File: src/hw/asq_defines.vh
// Constants of the converter sample sequencer: offsets, fields, resets.
// Assumes byte addressing on a 32-bit Avalon-MM slave port.
`ifndef ASQ_DEFINES_VH
`define ASQ_DEFINES_VH
// Register byte offsets.
`define ASQ_OFF_ACTIVE   9'h000
`define ASQ_OFF_RAW      9'h004
`define ASQ_OFF_MASK     9'h008
`define ASQ_OFF_ISC      9'h00c
`define ASQ_OFF_OVF      9'h010
`define ASQ_OFF_TSEL     9'h014
`define ASQ_OFF_UNF      9'h018
`define ASQ_OFF_PRIO     9'h020
`define ASQ_OFF_SOFT     9'h028
`define ASQ_OFF_AVG      9'h030
// Sequencer blocks sit at 0x040 + 0x020 * n; bits 8:5 of the address.
`define ASQ_SEQ_FIRST    4'h2
`define ASQ_SEQ_LAST     4'h5
`define ASQ_SUB_MUX      5'h00
`define ASQ_SUB_CTL      5'h04
`define ASQ_SUB_FIFO     5'h08
`define ASQ_SUB_FSTAT    5'h0c
// Reset values.
`define ASQ_PRIO_RST     8'he4
`define ASQ_CTL3_RST     32'h00000002
// Step control nibble fields.
`define ASQ_CTL_DIFF     0
`define ASQ_CTL_END      1
`define ASQ_CTL_IE       2
`define ASQ_CTL_TEMP     3
// FIFO status fields.
`define ASQ_FST_HEAD     4
`define ASQ_FST_EMPTY    8
`define ASQ_FST_FULL     12
// Trigger sources.
`define ASQ_SRC_PROC     4'h0
`define ASQ_SRC_EXT_LO   4'h1
`define ASQ_SRC_EXT_HI   4'h4
`define ASQ_SRC_ALWAYS   4'hf
// Averaging: log2 of sample count, at most 64 samples.
`define ASQ_AVG_MAX      3'h6
// Capacities.
`define ASQ_CAP0         4'h8
`define ASQ_CAP12        4'h4
`define ASQ_CAP3         4'h1
// Clock rates in kHz and the converter clock divider.
`define ASQ_REF_KHZ      50000
`define ASQ_TARGET_KHZ   16667
`define ASQ_DIV ((`ASQ_REF_KHZ + `ASQ_TARGET_KHZ - 1) / `ASQ_TARGET_KHZ)
// FSM states.
`define ASQ_ST_IDLE      3'h0
`define ASQ_ST_CONV      3'h1
`define ASQ_ST_WAIT      3'h2
`define ASQ_ST_STORE     3'h3
`endif

File: src/hw/asq_top.v
// Converter sample sequencer control: four sequencers, result FIFOs,
// trigger arbitration, interrupts, averaging, Avalon-MM register slave.
// Assumes the analog converter is outside, clocked by REF_CLK.
//
// Functional notes
// - Four sequencers: eight, four, four, one deep.
// - Result word is 32 bits, low 10 used.
// - Each step has input and control nibbles.
// - Sequencer starts only while its enable set.
// - Same input in several steps is fine.
// - Any step may raise the raw interrupt.
// - FIFO is circular; each read pops oldest.
// - Pointers, full, empty visible; overflow, underflow logged.
// - Converter clock divided to about 16.667 MHz.
// - Mask bit gates interrupt to the controller.
// - Raw and masked interrupt views are readable.
// - Writing one clears a sequencer interrupt.
// - Priority value 0 served first, 3 last.
// - Trigger select includes software and always.
// - Software initiate bit starts processor-triggered sequencer.
// - Averaging accumulates up to 64 conversions.
// - Averaging off after reset, shared by all.
// - Single-ended results run 0x000 to 0x3ff.
// - Differential step selects pair 2k, 2k+1.
// - Differential zero difference reads 0x1ff.
// - Reset priorities: zero highest, three lowest.
`timescale 1ns/1ps
`include "asq_defines.vh"
module asq_top (
  // Clock, reset, enable
  input  wire        REF_CLK,
  input  wire        RST_B,
  input  wire        CE,
  // Avalon-MM slave
  input  wire [8:0]  AVS_ADDRESS,
  input  wire        AVS_READ,
  input  wire        AVS_WRITE,
  input  wire [31:0] AVS_WRITEDATA,
  input  wire [3:0]  AVS_BYTEENABLE,
  output reg  [31:0] AVS_READDATA,
  output reg         AVS_WAITREQUEST,
  // External trigger pins
  input  wire [3:0]  TRIG_IN,
  // Converter
  output reg         CONV_CLK,
  output reg         CONV_START,
  output reg  [3:0]  CONV_SEL,
  output reg         CONV_DIFF,
  output reg         CONV_TEMP,
  input  wire        CONV_DONE,
  input  wire [9:0]  CONV_DATA,
  // Per-sequencer interrupt lines
  output reg  [3:0]  IRQ_OUT
);
  // ********************************************************************
  // Functions
  // ********************************************************************
  function [3:0] cap;
    input [1:0] s;
    begin
      if (s == 2'h0)
        cap = `ASQ_CAP0;
      else if (s == 2'h3)
        cap = `ASQ_CAP3;
      else
        cap = `ASQ_CAP12;
    end
  endfunction

  function [31:0] merge;
    input [31:0] old;
    input [31:0] nw;
    input [3:0]  be;
    begin
      merge = (old & ~{{8{be[3]}}, {8{be[2]}}, {8{be[1]}}, {8{be[0]}}})
            | (nw & {{8{be[3]}}, {8{be[2]}}, {8{be[1]}}, {8{be[0]}}});
    end
  endfunction

  function is_seq;
    input [8:0] a;
    begin
      is_seq = (a[8:5] >= `ASQ_SEQ_FIRST) && (a[8:5] <= `ASQ_SEQ_LAST);
    end
  endfunction

  // ********************************************************************
  // Reset release and converter clock divider
  // ********************************************************************
  reg rst_s1_reg;
  reg rst_s2_reg;
  always @(posedge REF_CLK or negedge RST_B) begin
    if (!RST_B) begin
      rst_s1_reg <= 1'b0;
      rst_s2_reg <= 1'b0;
    end else begin
      rst_s1_reg <= 1'b1;
      rst_s2_reg <= rst_s1_reg;
    end
  end
  wire rst_n = rst_s2_reg;

  reg  [1:0] div_reg;
  wire       tick = (div_reg == `ASQ_DIV - 1);
  always @(posedge REF_CLK or negedge rst_n) begin
    if (!rst_n) begin
      div_reg  <= 2'h0;
      CONV_CLK <= 1'b0;
    end else if (CE) begin
      div_reg  <= tick ? 2'h0 : div_reg + 2'h1;
      CONV_CLK <= tick;
    end
  end

  // ********************************************************************
  // Trigger pin synchronisers
  // ********************************************************************
  reg [3:0] trig_s1_reg;
  reg [3:0] trig_s2_reg;
  reg [3:0] trig_s3_reg;
  reg [3:0] trig_stable_reg;
  reg [3:0] trig_prev_reg;
  wire [3:0] trig_agree = ~(trig_s2_reg ^ trig_s3_reg);
  wire [3:0] trig_rise  = trig_stable_reg & ~trig_prev_reg;
  always @(posedge REF_CLK or negedge rst_n) begin
    if (!rst_n) begin
      trig_s1_reg     <= 4'h0;
      trig_s2_reg     <= 4'h0;
      trig_s3_reg     <= 4'h0;
      trig_stable_reg <= 4'h0;
      trig_prev_reg   <= 4'h0;
    end else if (CE) begin
      trig_s1_reg     <= TRIG_IN;
      trig_s2_reg     <= trig_s1_reg;
      trig_s3_reg     <= trig_s2_reg;
      trig_stable_reg <= (trig_s2_reg & trig_agree)
                       | (trig_stable_reg & ~trig_agree);
      trig_prev_reg   <= trig_stable_reg;
    end
  end

  // ********************************************************************
  // Register state
  // ********************************************************************
  reg [3:0]  active_reg;
  reg [3:0]  raw_reg;
  reg [3:0]  mask_reg;
  reg [3:0]  ovf_reg;
  reg [3:0]  unf_reg;
  reg [15:0] tsel_reg;
  reg [7:0]  prio_reg;
  reg [2:0]  avg_reg;
  reg [31:0] step_input_select [0:3];
  reg [31:0] step_control_nibbles [0:3];
  reg [9:0]  fifo_mem [0:31];
  reg [2:0]  head_reg [0:3];
  reg [2:0]  tail_reg [0:3];
  reg [3:0]  cnt_reg [0:3];
  reg        ack_reg;
  reg [3:0]  pend_reg;
  reg [2:0]  state_reg;
  reg [1:0]  cur_reg;
  reg [2:0]  step_reg;
  reg        done_reg;

  // The slave always inserts one wait cycle; writes and pops happen at
  // the edge where waitrequest is seen low, so each access acts once.
  wire        wr_go = AVS_WRITE & ack_reg;
  wire        rd_go = AVS_READ & ack_reg;
  wire [3:0]  a_blk = AVS_ADDRESS[8:5] - `ASQ_SEQ_FIRST;
  wire [1:0]  a_seq = a_blk[1:0];
  wire [4:0]  a_sub = AVS_ADDRESS[4:0];
  wire        a_ss  = is_seq(AVS_ADDRESS);
  wire        pop   = rd_go & a_ss & (a_sub == `ASQ_SUB_FIFO);
  wire [31:0] wd    = AVS_WRITEDATA;
  wire [31:0] tsel_wr = merge({16'h0, tsel_reg}, wd, AVS_BYTEENABLE);

  // ********************************************************************
  // Trigger events and arbitration
  // ********************************************************************
  reg [3:0] ev;
  reg [3:0] src;
  reg       found;
  reg [1:0] win;
  integer   i;
  integer   j;
  always @* begin
    ev    = 4'h0;
    src   = 4'h0;
    found = 1'b0;
    win   = 2'h0;
    for (i = 0; i < 4; i = i + 1) begin
      src = tsel_reg[4*i +: 4];
      if (src == `ASQ_SRC_PROC)
        ev[i] = wr_go && (AVS_ADDRESS == `ASQ_OFF_SOFT) && wd[i];
      else if (src == `ASQ_SRC_ALWAYS)
        ev[i] = 1'b1;
      else if (src <= `ASQ_SRC_EXT_HI)
        ev[i] = trig_rise[src[1:0] - 2'h1];
    end
    // Lowest priority value wins among pending enabled sequencers.
    for (j = 0; j < 4; j = j + 1)
      for (i = 0; i < 4; i = i + 1)
        if (!found && pend_reg[i] && active_reg[i]
            && (prio_reg[2*i +: 2] == j[1:0])) begin
          found = 1'b1;
          win   = i[1:0];
        end
  end

  // ********************************************************************
  // Sequencer step execution
  // ********************************************************************
  wire [3:0] sel_nib = step_input_select[cur_reg][4*step_reg +: 4];
  wire [3:0] ctl_nib = step_control_nibbles[cur_reg][4*step_reg +: 4];
  wire       avg_ok;
  wire [9:0] avg_data;
  wire       go       = CE & tick;
  wire       store    = go & (state_reg == `ASQ_ST_STORE);
  wire       full_cur = (cnt_reg[cur_reg] == cap(cur_reg));
  wire       seq_end  = ctl_nib[`ASQ_CTL_END]
                      || ({1'b0, step_reg} == cap(cur_reg) - 4'h1);
  wire       start    = go & (state_reg == `ASQ_ST_IDLE) & found;

  asq_avg u_avg (
    .clk       (REF_CLK),
    .rst_n     (rst_n),
    .ce        (CE),
    .shift     (avg_reg),
    .in_valid  (CONV_DONE & (state_reg == `ASQ_ST_WAIT)),
    .in_data   (CONV_DATA),
    .take      (store),
    .out_valid (avg_ok),
    .out_data  (avg_data)
  );

  always @(posedge REF_CLK or negedge rst_n) begin
    if (!rst_n) begin
      state_reg  <= `ASQ_ST_IDLE;
      cur_reg    <= 2'h0;
      step_reg   <= 3'h0;
      done_reg   <= 1'b0;
      pend_reg   <= 4'h0;
      CONV_START <= 1'b0;
      CONV_SEL   <= 4'h0;
      CONV_DIFF  <= 1'b0;
      CONV_TEMP  <= 1'b0;
    end else if (CE) begin
      // A new trigger outranks the clear of the one being started.
      pend_reg <= ((pend_reg & ~({3'h0, start} << win)) | ev)
                & active_reg;
      CONV_START <= 1'b0;
      if (CONV_DONE)
        done_reg <= 1'b1;
      if (tick) begin
        case (state_reg)
          `ASQ_ST_IDLE: begin
            if (found) begin
              cur_reg   <= win;
              step_reg  <= 3'h0;
              state_reg <= `ASQ_ST_CONV;
            end
          end
          `ASQ_ST_CONV: begin
            CONV_START <= 1'b1;
            CONV_DIFF  <= ctl_nib[`ASQ_CTL_DIFF];
            CONV_TEMP  <= ctl_nib[`ASQ_CTL_TEMP];
            CONV_SEL   <= ctl_nib[`ASQ_CTL_DIFF]
                        ? {sel_nib[2:0], 1'b0} : sel_nib;
            done_reg   <= 1'b0;
            state_reg  <= `ASQ_ST_WAIT;
          end
          `ASQ_ST_WAIT: begin
            if (avg_ok)
              state_reg <= `ASQ_ST_STORE;
            else if (done_reg)
              state_reg <= `ASQ_ST_CONV;
          end
          default: begin
            if (seq_end) begin
              state_reg <= `ASQ_ST_IDLE;
            end else begin
              step_reg  <= step_reg + 3'h1;
              state_reg <= `ASQ_ST_CONV;
            end
          end
        endcase
      end
    end
  end

  // ********************************************************************
  // Result FIFOs and register writes
  // ********************************************************************
  wire [4:0] wr_idx = {cur_reg, tail_reg[cur_reg]};
  integer    k;
  always @(posedge REF_CLK) begin
    if (CE && store && !full_cur)
      fifo_mem[wr_idx] <= avg_data;
  end

  always @(posedge REF_CLK or negedge rst_n) begin
    if (!rst_n) begin
      active_reg <= 4'h0;
      raw_reg    <= 4'h0;
      mask_reg   <= 4'h0;
      ovf_reg    <= 4'h0;
      unf_reg    <= 4'h0;
      tsel_reg   <= 16'h0000;
      prio_reg   <= `ASQ_PRIO_RST;
      avg_reg    <= 3'h0;
      for (k = 0; k < 4; k = k + 1) begin
        step_input_select[k] <= 32'h00000000;
        step_control_nibbles[k] <= (k == 3) ? `ASQ_CTL3_RST : 32'h0;
        head_reg[k] <= 3'h0;
        tail_reg[k] <= 3'h0;
        cnt_reg[k]  <= 4'h0;
      end
    end else if (CE) begin
      // Software writes first; hardware events below override clears.
      if (wr_go) begin
        if (AVS_ADDRESS == `ASQ_OFF_ACTIVE && AVS_BYTEENABLE[0])
          active_reg <= wd[3:0];
        else if (AVS_ADDRESS == `ASQ_OFF_MASK && AVS_BYTEENABLE[0])
          mask_reg <= wd[3:0];
        else if (AVS_ADDRESS == `ASQ_OFF_ISC && AVS_BYTEENABLE[0])
          raw_reg <= raw_reg & ~wd[3:0];
        else if (AVS_ADDRESS == `ASQ_OFF_OVF && AVS_BYTEENABLE[0])
          ovf_reg <= ovf_reg & ~wd[3:0];
        else if (AVS_ADDRESS == `ASQ_OFF_UNF && AVS_BYTEENABLE[0])
          unf_reg <= unf_reg & ~wd[3:0];
        else if (AVS_ADDRESS == `ASQ_OFF_TSEL)
          tsel_reg <= tsel_wr[15:0];
        else if (AVS_ADDRESS == `ASQ_OFF_PRIO) begin
          if (AVS_BYTEENABLE[0])
            prio_reg[3:0] <= {wd[5:4], wd[1:0]};
          if (AVS_BYTEENABLE[1])
            prio_reg[7:4] <= {wd[13:12], wd[9:8]};
        end else if (AVS_ADDRESS == `ASQ_OFF_AVG && AVS_BYTEENABLE[0])
          avg_reg <= (wd[2:0] > `ASQ_AVG_MAX) ? `ASQ_AVG_MAX : wd[2:0];
        else if (a_ss && a_sub == `ASQ_SUB_MUX)
          step_input_select[a_seq] <=
            merge(step_input_select[a_seq], wd, AVS_BYTEENABLE);
        else if (a_ss && a_sub == `ASQ_SUB_CTL)
          step_control_nibbles[a_seq] <=
            merge(step_control_nibbles[a_seq], wd, AVS_BYTEENABLE);
      end
      if (pop) begin
        if (cnt_reg[a_seq] == 4'h0) begin
          unf_reg[a_seq] <= 1'b1;
        end else begin
          head_reg[a_seq] <= ({1'b0, head_reg[a_seq]} == cap(a_seq) - 4'h1)
                           ? 3'h0 : head_reg[a_seq] + 3'h1;
        end
      end
      if (store) begin
        if (ctl_nib[`ASQ_CTL_IE])
          raw_reg[cur_reg] <= 1'b1;
        if (full_cur) begin
          ovf_reg[cur_reg] <= 1'b1;
        end else begin
          tail_reg[cur_reg] <= ({1'b0, tail_reg[cur_reg]}
                              == cap(cur_reg) - 4'h1)
                             ? 3'h0 : tail_reg[cur_reg] + 3'h1;
        end
      end
      for (k = 0; k < 4; k = k + 1)
        cnt_reg[k] <= cnt_reg[k]
          + ((store && !full_cur && cur_reg == k) ? 4'h1 : 4'h0)
          - ((pop && cnt_reg[k] != 4'h0 && a_seq == k) ? 4'h1 : 4'h0);
    end
  end

  // ********************************************************************
  // Read mux and bus handshake
  // ********************************************************************
  reg [31:0] rd_next;
  always @* begin
    rd_next = 32'h00000000;
    if (AVS_ADDRESS == `ASQ_OFF_ACTIVE)
      rd_next[3:0] = active_reg;
    else if (AVS_ADDRESS == `ASQ_OFF_RAW)
      rd_next[3:0] = raw_reg;
    else if (AVS_ADDRESS == `ASQ_OFF_MASK)
      rd_next[3:0] = mask_reg;
    else if (AVS_ADDRESS == `ASQ_OFF_ISC)
      rd_next[3:0] = raw_reg & mask_reg;
    else if (AVS_ADDRESS == `ASQ_OFF_OVF)
      rd_next[3:0] = ovf_reg;
    else if (AVS_ADDRESS == `ASQ_OFF_UNF)
      rd_next[3:0] = unf_reg;
    else if (AVS_ADDRESS == `ASQ_OFF_TSEL)
      rd_next[15:0] = tsel_reg;
    else if (AVS_ADDRESS == `ASQ_OFF_PRIO)
      rd_next = {18'h0, prio_reg[7:6], 2'h0, prio_reg[5:4], 2'h0,
                 prio_reg[3:2], 2'h0, prio_reg[1:0]};
    else if (AVS_ADDRESS == `ASQ_OFF_AVG)
      rd_next[2:0] = avg_reg;
    else if (a_ss && a_sub == `ASQ_SUB_MUX)
      rd_next = step_input_select[a_seq];
    else if (a_ss && a_sub == `ASQ_SUB_CTL)
      rd_next = step_control_nibbles[a_seq];
    else if (a_ss && a_sub == `ASQ_SUB_FIFO && cnt_reg[a_seq] != 4'h0)
      rd_next[9:0] = fifo_mem[{a_seq, head_reg[a_seq]}];
    else if (a_ss && a_sub == `ASQ_SUB_FSTAT) begin
      rd_next[2:0] = tail_reg[a_seq];
      rd_next[`ASQ_FST_HEAD +: 3] = head_reg[a_seq];
      rd_next[`ASQ_FST_EMPTY] = (cnt_reg[a_seq] == 4'h0);
      rd_next[`ASQ_FST_FULL]  = (cnt_reg[a_seq] == cap(a_seq));
    end
  end

  always @(posedge REF_CLK or negedge rst_n) begin
    if (!rst_n) begin
      ack_reg         <= 1'b0;
      AVS_WAITREQUEST <= 1'b1;
      AVS_READDATA    <= 32'h00000000;
      IRQ_OUT         <= 4'h0;
    end else if (CE) begin
      ack_reg         <= (AVS_READ | AVS_WRITE) & ~ack_reg;
      AVS_WAITREQUEST <= ~((AVS_READ | AVS_WRITE) & ~ack_reg);
      if (AVS_READ && !ack_reg)
        AVS_READDATA <= rd_next;
      IRQ_OUT <= raw_reg & mask_reg;
    end
  end
endmodule

File: src/hw/asq_avg.v
// Hardware averaging of 2**shift conversions into one result.
// Assumes in_valid pulses once per finished conversion.
`timescale 1ns/1ps
`include "asq_defines.vh"
module asq_avg (
  // Clock and control
  input  wire       clk,
  input  wire       rst_n,
  input  wire       ce,
  input  wire [2:0] shift,
  // Samples in
  input  wire       in_valid,
  input  wire [9:0] in_data,
  // Average out
  input  wire       take,
  output reg        out_valid,
  output reg  [9:0] out_data
);
  reg  [15:0] acc_reg;
  reg  [6:0]  cnt_reg;
  wire [15:0] sum     = acc_reg + {6'h00, in_data};
  wire [15:0] shifted = sum >> shift;
  wire [6:0]  limit   = (7'h01 << shift) - 7'h01;
  wire        last    = (cnt_reg == limit);

  // With shift zero every sample is the last, so data passes straight.
  always @(posedge clk or negedge rst_n) begin
    if (!rst_n) begin
      acc_reg   <= 16'h0000;
      cnt_reg   <= 7'h00;
      out_valid <= 1'b0;
      out_data  <= 10'h000;
    end else if (ce) begin
      if (take)
        out_valid <= 1'b0;
      if (in_valid) begin
        if (last) begin
          out_valid <= 1'b1;
          out_data  <= shifted[9:0];
          acc_reg   <= 16'h0000;
          cnt_reg   <= 7'h00;
        end else begin
          acc_reg <= sum;
          cnt_reg <= cnt_reg + 7'h01;
        end
      end
    end
  end
endmodule

File: config.mk
export PLATFORM = sky130hd
export DESIGN_NAME = asq_top
export DESIGN_NICKNAME = d
export VERILOG_FILES = /design/src/hw/asq_top.v /design/src/hw/asq_avg.v
export VERILOG_INCLUDE_DIRS = /design/src /design/src/hw
export SDC_FILE = /design/constraint.sdc
export NUM_CORES = 2
export LEC_CHECK = 0
export BUFFER_PORTS_ARGS = -buffer_cell sky130_fd_sc_hd__buf_4
export CAP_MARGIN = 20
export CORE_MARGIN = 2
export CORE_UTILIZATION = 25
export CTS_BUF_LIST = sky130_fd_sc_hd__clkbuf_16
export DETAILED_ROUTE_END_ITERATION = 10
export SYNTH_ARGS = -nofsm -noshare
export SYNTH_HDL_FRONTEND = slang
export SYNTH_SLANG_ARGS = --single-unit
File: constraint.sdc
create_clock -name REF_CLK -period 14.97 [get_ports REF_CLK]
set_input_delay 3.7425 -clock REF_CLK [delete_from_list [all_inputs] [get_ports REF_CLK]]
set_output_delay 3.7425 -clock REF_CLK [all_outputs]
set_load 0.05 [all_outputs]
==> reports/qor.csv <==
stage;metric;value;unit
logic_synthesis;synth warn;0;
layout;area of the multi-input gates;16690;µm²
sta;Tcrit/Tclk final;48.52;%
logic_synthesis;top-area cell type share of the netlist area;29.12;%
critical_path;max incr delay on CP;0.73;ns
layout;max reg flops;320;
route;Detail Route Antenna Nets;0;
floorplan;Core Area;154400;µm²
floorplan;IO Count;110;
sta;final setup TNS;0;ns
sta;Final min period;7.263;ns
logic_synthesis;Top FF cell, synth;dfrtp_1;
logic_synthesis;Yosys cell types;89;
route;total iterations of the first detailed-routing run;5;
layout;Sequential Area;21110;µm²
route;routed vias;28320;
clock_network;CTS tree;built;
logic_synthesis;ranking of synthesized cells by area;dfrtp_1 (29%), edfxtp_1 (25%), mux4_2 (10%);
outcome;outcome;finished clean;
floorplan;Die ar.;158900;µm²
global_route;initial antenna violation count;9;
placed_design;Placed Instance Area;42020;µm²
power_and_ir_drop;Pleak;0.01813;µW
critical_path;CP required;15.54;ns
critical_path;crit start category;input port;
layout;# nets final;3489;
route;post-DR wirelength/cell;21.90;µm
floorplan;Die X;398.6;µm
sta;achievable frequency;137.7;MHz
route;drt total wl;119.8;mm
placed_design;PortBufs;109;
critical_path;worst path cell trace;buf_4 > buf_4 > ha_1 > or3_1 > nand2_1 > nor4_1 > buf_2 > and3_1 > ha_1 > inv_1 > ha_1 > inv_1 > fa_1 > xnor2_1 > nand2_1 > o21ai_0;
logic_synthesis;Post-Syn Nets;3413;
power_and_ir_drop;clock group share of total power;43.3;%
sta;Max Transition Viols Final;0;
power_and_ir_drop;Pint;3534;µW
sta;unrepaired setup endpoints after global routing;false;
clock_network;# H-tree levels;3;
critical_path;CP max-delay cell;ha_1;
clock_network;clock transition at the registers of the reported paths;0.07;ns
critical_path;critical path arrival;7.83;ns
power_and_ir_drop;P_sw;1169;µW
min_path;WHS Path Cells;0;
power_and_ir_drop;Power Dens Cells;104.7;nW/µm²
logic_synthesis;Post-synth EDFFs;320;
logic_synthesis;Yosys reg bits;779;
logic_synthesis;leading area contributor after synthesis;dfrtp_1;
layout;number of fill cells;15677;
logic_synthesis;average size of a mapped cell;11.86;µm²
power_and_ir_drop;Seq pwr share;48.8;%
layout;Regs by FF count;fifo_mem (320), step_control_nibbles (128), step_input_select (128);
route;drt first-iter violations;2794;
layout;Largest Register;fifo_mem;
min_path;worst hold path type;flip-flop to flip-flop;
global_route;total track usage;14.91;%
clock_network;setup bufs post-CTS;0;
clock_network;# clock sinks;779;
global_route;GRT overflow;0;
layout;post-layout instance area;44900;µm²
sta;Slew headroom;19.82;%
placed_design;Post-DP HPWL;81.57;mm
logic_synthesis;post-synthesis async set-or-reset flop share;58.92;%
critical_path;reg-to-reg endpoint;CONV_SEL[1]$_DFFE_PN0P_;
clock_network;clock buffer depth;3;
floorplan;Initial Util;25.21;%
clock_network;worst skew pair latency;0.70;ns
power_and_ir_drop;maximum vdd drop;75.73;µV
critical_path;Reg2Reg Depth;7;
logic_synthesis;commonest cells in the netlist;nand2_1 (535), dfrtp_1 (453), o21ai_0 (389), edfxtp_1 (320), mux2i_1 (191);
floorplan;std cell rows;144;
critical_path;cell repeated most along the worst path;ha_1;
global_route;global-route wire length before repair;180.1;mm
layout;antenna cell count;0;
global_route;vias in the first global route;27442;
logic_synthesis;Synth Instances;3283;
power_and_ir_drop;Logic pwr share;7.9;%
clock_network;post_cts resized;0;
min_path;Worst Hold End;rst_n$_DFF_PN0_;
route;Vias per Instance;5.177;
critical_path;Critical R2R Launch;cur_reg[0]$_DFFE_PN0P_;
global_route;largest net degree at the start of global routing;85;
run;max-cap check violation count;0;
critical_path;Critical Path Fanout Max;39;
critical_path;Worst Setup End Kind;flip-flop;
logic_synthesis;Post-Syn Area;38930;µm²
placed_design;RD Place Congestion;0.9435;
layout;P&R area growth vs syn;15.34;%
floorplan;Die H;398.6;µm
logic_synthesis;most common cell in the netlist;nand2_1;
sta;Layout Skew;0.04297;ns
critical_path;reg-to-reg setup timing slack;10.75;ns
sta;Tightest Pin Transition;1.192;ns
sta;# setup viols final;0;
sta;Final Hold Vio Count;0;
logic_synthesis;Seq/Total Area, Yosys;54.21;%
layout;share of cells above drive strength 1;17.72;%
clock_network;clock root buffer;clkbuf_16;
clock_network;Hold-fix buffers, CTS;0;
min_path;worst min-delay path startpoint;rst_s1_reg$_DFF_PN0_;
route;DRC viols;0;
power_and_ir_drop;Switching Share;24.86;%
clock_network;Num CTS Buffers;81;
critical_path;WS Path Type;input port to flip-flop;
[layout by cell type (no fill, tap or decap), types with 32 or more instances in the layout]
master	netlist	routed
nand2_1	535	531
dfrtp_1	453	450
o21ai_0	389	389
edfxtp_1	320	320
mux2i_1	191	191
mux4_2	177	176
buf_4	15	168
nor2_1	131	131
a21oi_1	97	97
inv_1	70	90
clkbuf_16	0	84
mux2_2	74	74
ha_1	60	60
nand3_1	48	48
a22oi_1	41	41
a211oi_1	32	32
[worst max-delay path by stage]
stage,start,end,slack [ns],cells past startpoint
6_report,AVS_ADDRESS[6],cnt_reg[14]$_DFFE_PN0P_,7.71,16
5_1_grt,AVS_ADDRESS[6],cnt_reg[14]$_DFFE_PN0P_,7.61,16
4_1_cts,AVS_ADDRESS[6],cnt_reg[10]$_DFFE_PN0P_,7.92,16
3_5_place_dp,AVS_ADDRESS[6],cnt_reg[6]$_DFFE_PN0P_,7.16,16
3_3_place_gp,AVS_ADDRESS[6],cnt_reg[6]$_DFFE_PN0P_,6.75,15
2_1_floorplan,rst_n$_DFF_PN0_,AVS_READDATA[0]$_DFFE_PN0P_,1.24,0
[power by group through the flow]
stage	sequential [µW]	combinational [µW]	clock, µW
after floorplan	2350	235	0
after global placement	2330	363	0
after detailed placement	2340	368	0
after CTS	2290	370	2070
after global routing	2300	409	2160
final	2290	372	2040
[cells by family after synthesis]
| group | Yosys count | share of synthesized area [%] |
|---|---|---|
| simple gates | 914 | 10.46 |
| flops | 779 | 54.21 |
| compound gates | 769 | 12.00 |
| mux | 445 | 17.42 |
| buf+inv | 277 | 2.973 |
| fa+ha+maj | 65 | 2.185 |
| xor+xnor | 33 | 0.7424 |
| other cells | 1 | 0.009632 |
[stage by stage]
step | total power [µW] | utilization [%] | hold slack [ns] | instances | worst slack, ns
floorplan | 2581 | - | 0.3312 | 3283 | 1.240
global placement | 2697 | 27.12 | 0.3385 | 5289 | 6.746
detailed placement | 2703 | 27.21 | 0.3433 | 5302 | 7.159
CTS | 4737 | 28.91 | 0.3663 | 5452 | 7.917
global route | 4868 | 29.08 | 0.3775 | 5470 | 7.613
finish | 4703 | 29.08 | 0.3564 | 5470 | 7.707
[metal layers]
| metal | global-route usage, % | part of all wire [%] |
|---|---|---|
| met5 | 0 | 0.073 |
| met4 | 4.474 | 2.5 |
| met2 | 22.75 | 45 |
| met1 | 20.55 | 43 |
| met3 | 4.114 | 9.7 |
[worst max-delay path: cells and delay by family]
kind	cells	cell delay [ns]
xor+xnor	1	0.13
fa+ha+maj	4	1.52
simple gates	5	1.15
compound gates	1	0.08
buf+inv	5	1.14
[cell type report]
cell class                      count  area share (%)
Clock buffer                       84           4.681
Clock inverter                     66           1.162
Inverter                           78          0.6576
Multi-Input combinational cell   2227           37.18
Sequential cell                   779           47.02
Tap cell                         2044           5.695
Timing Repair Buffer              192           3.606
(Power assumes the default switching activity.)
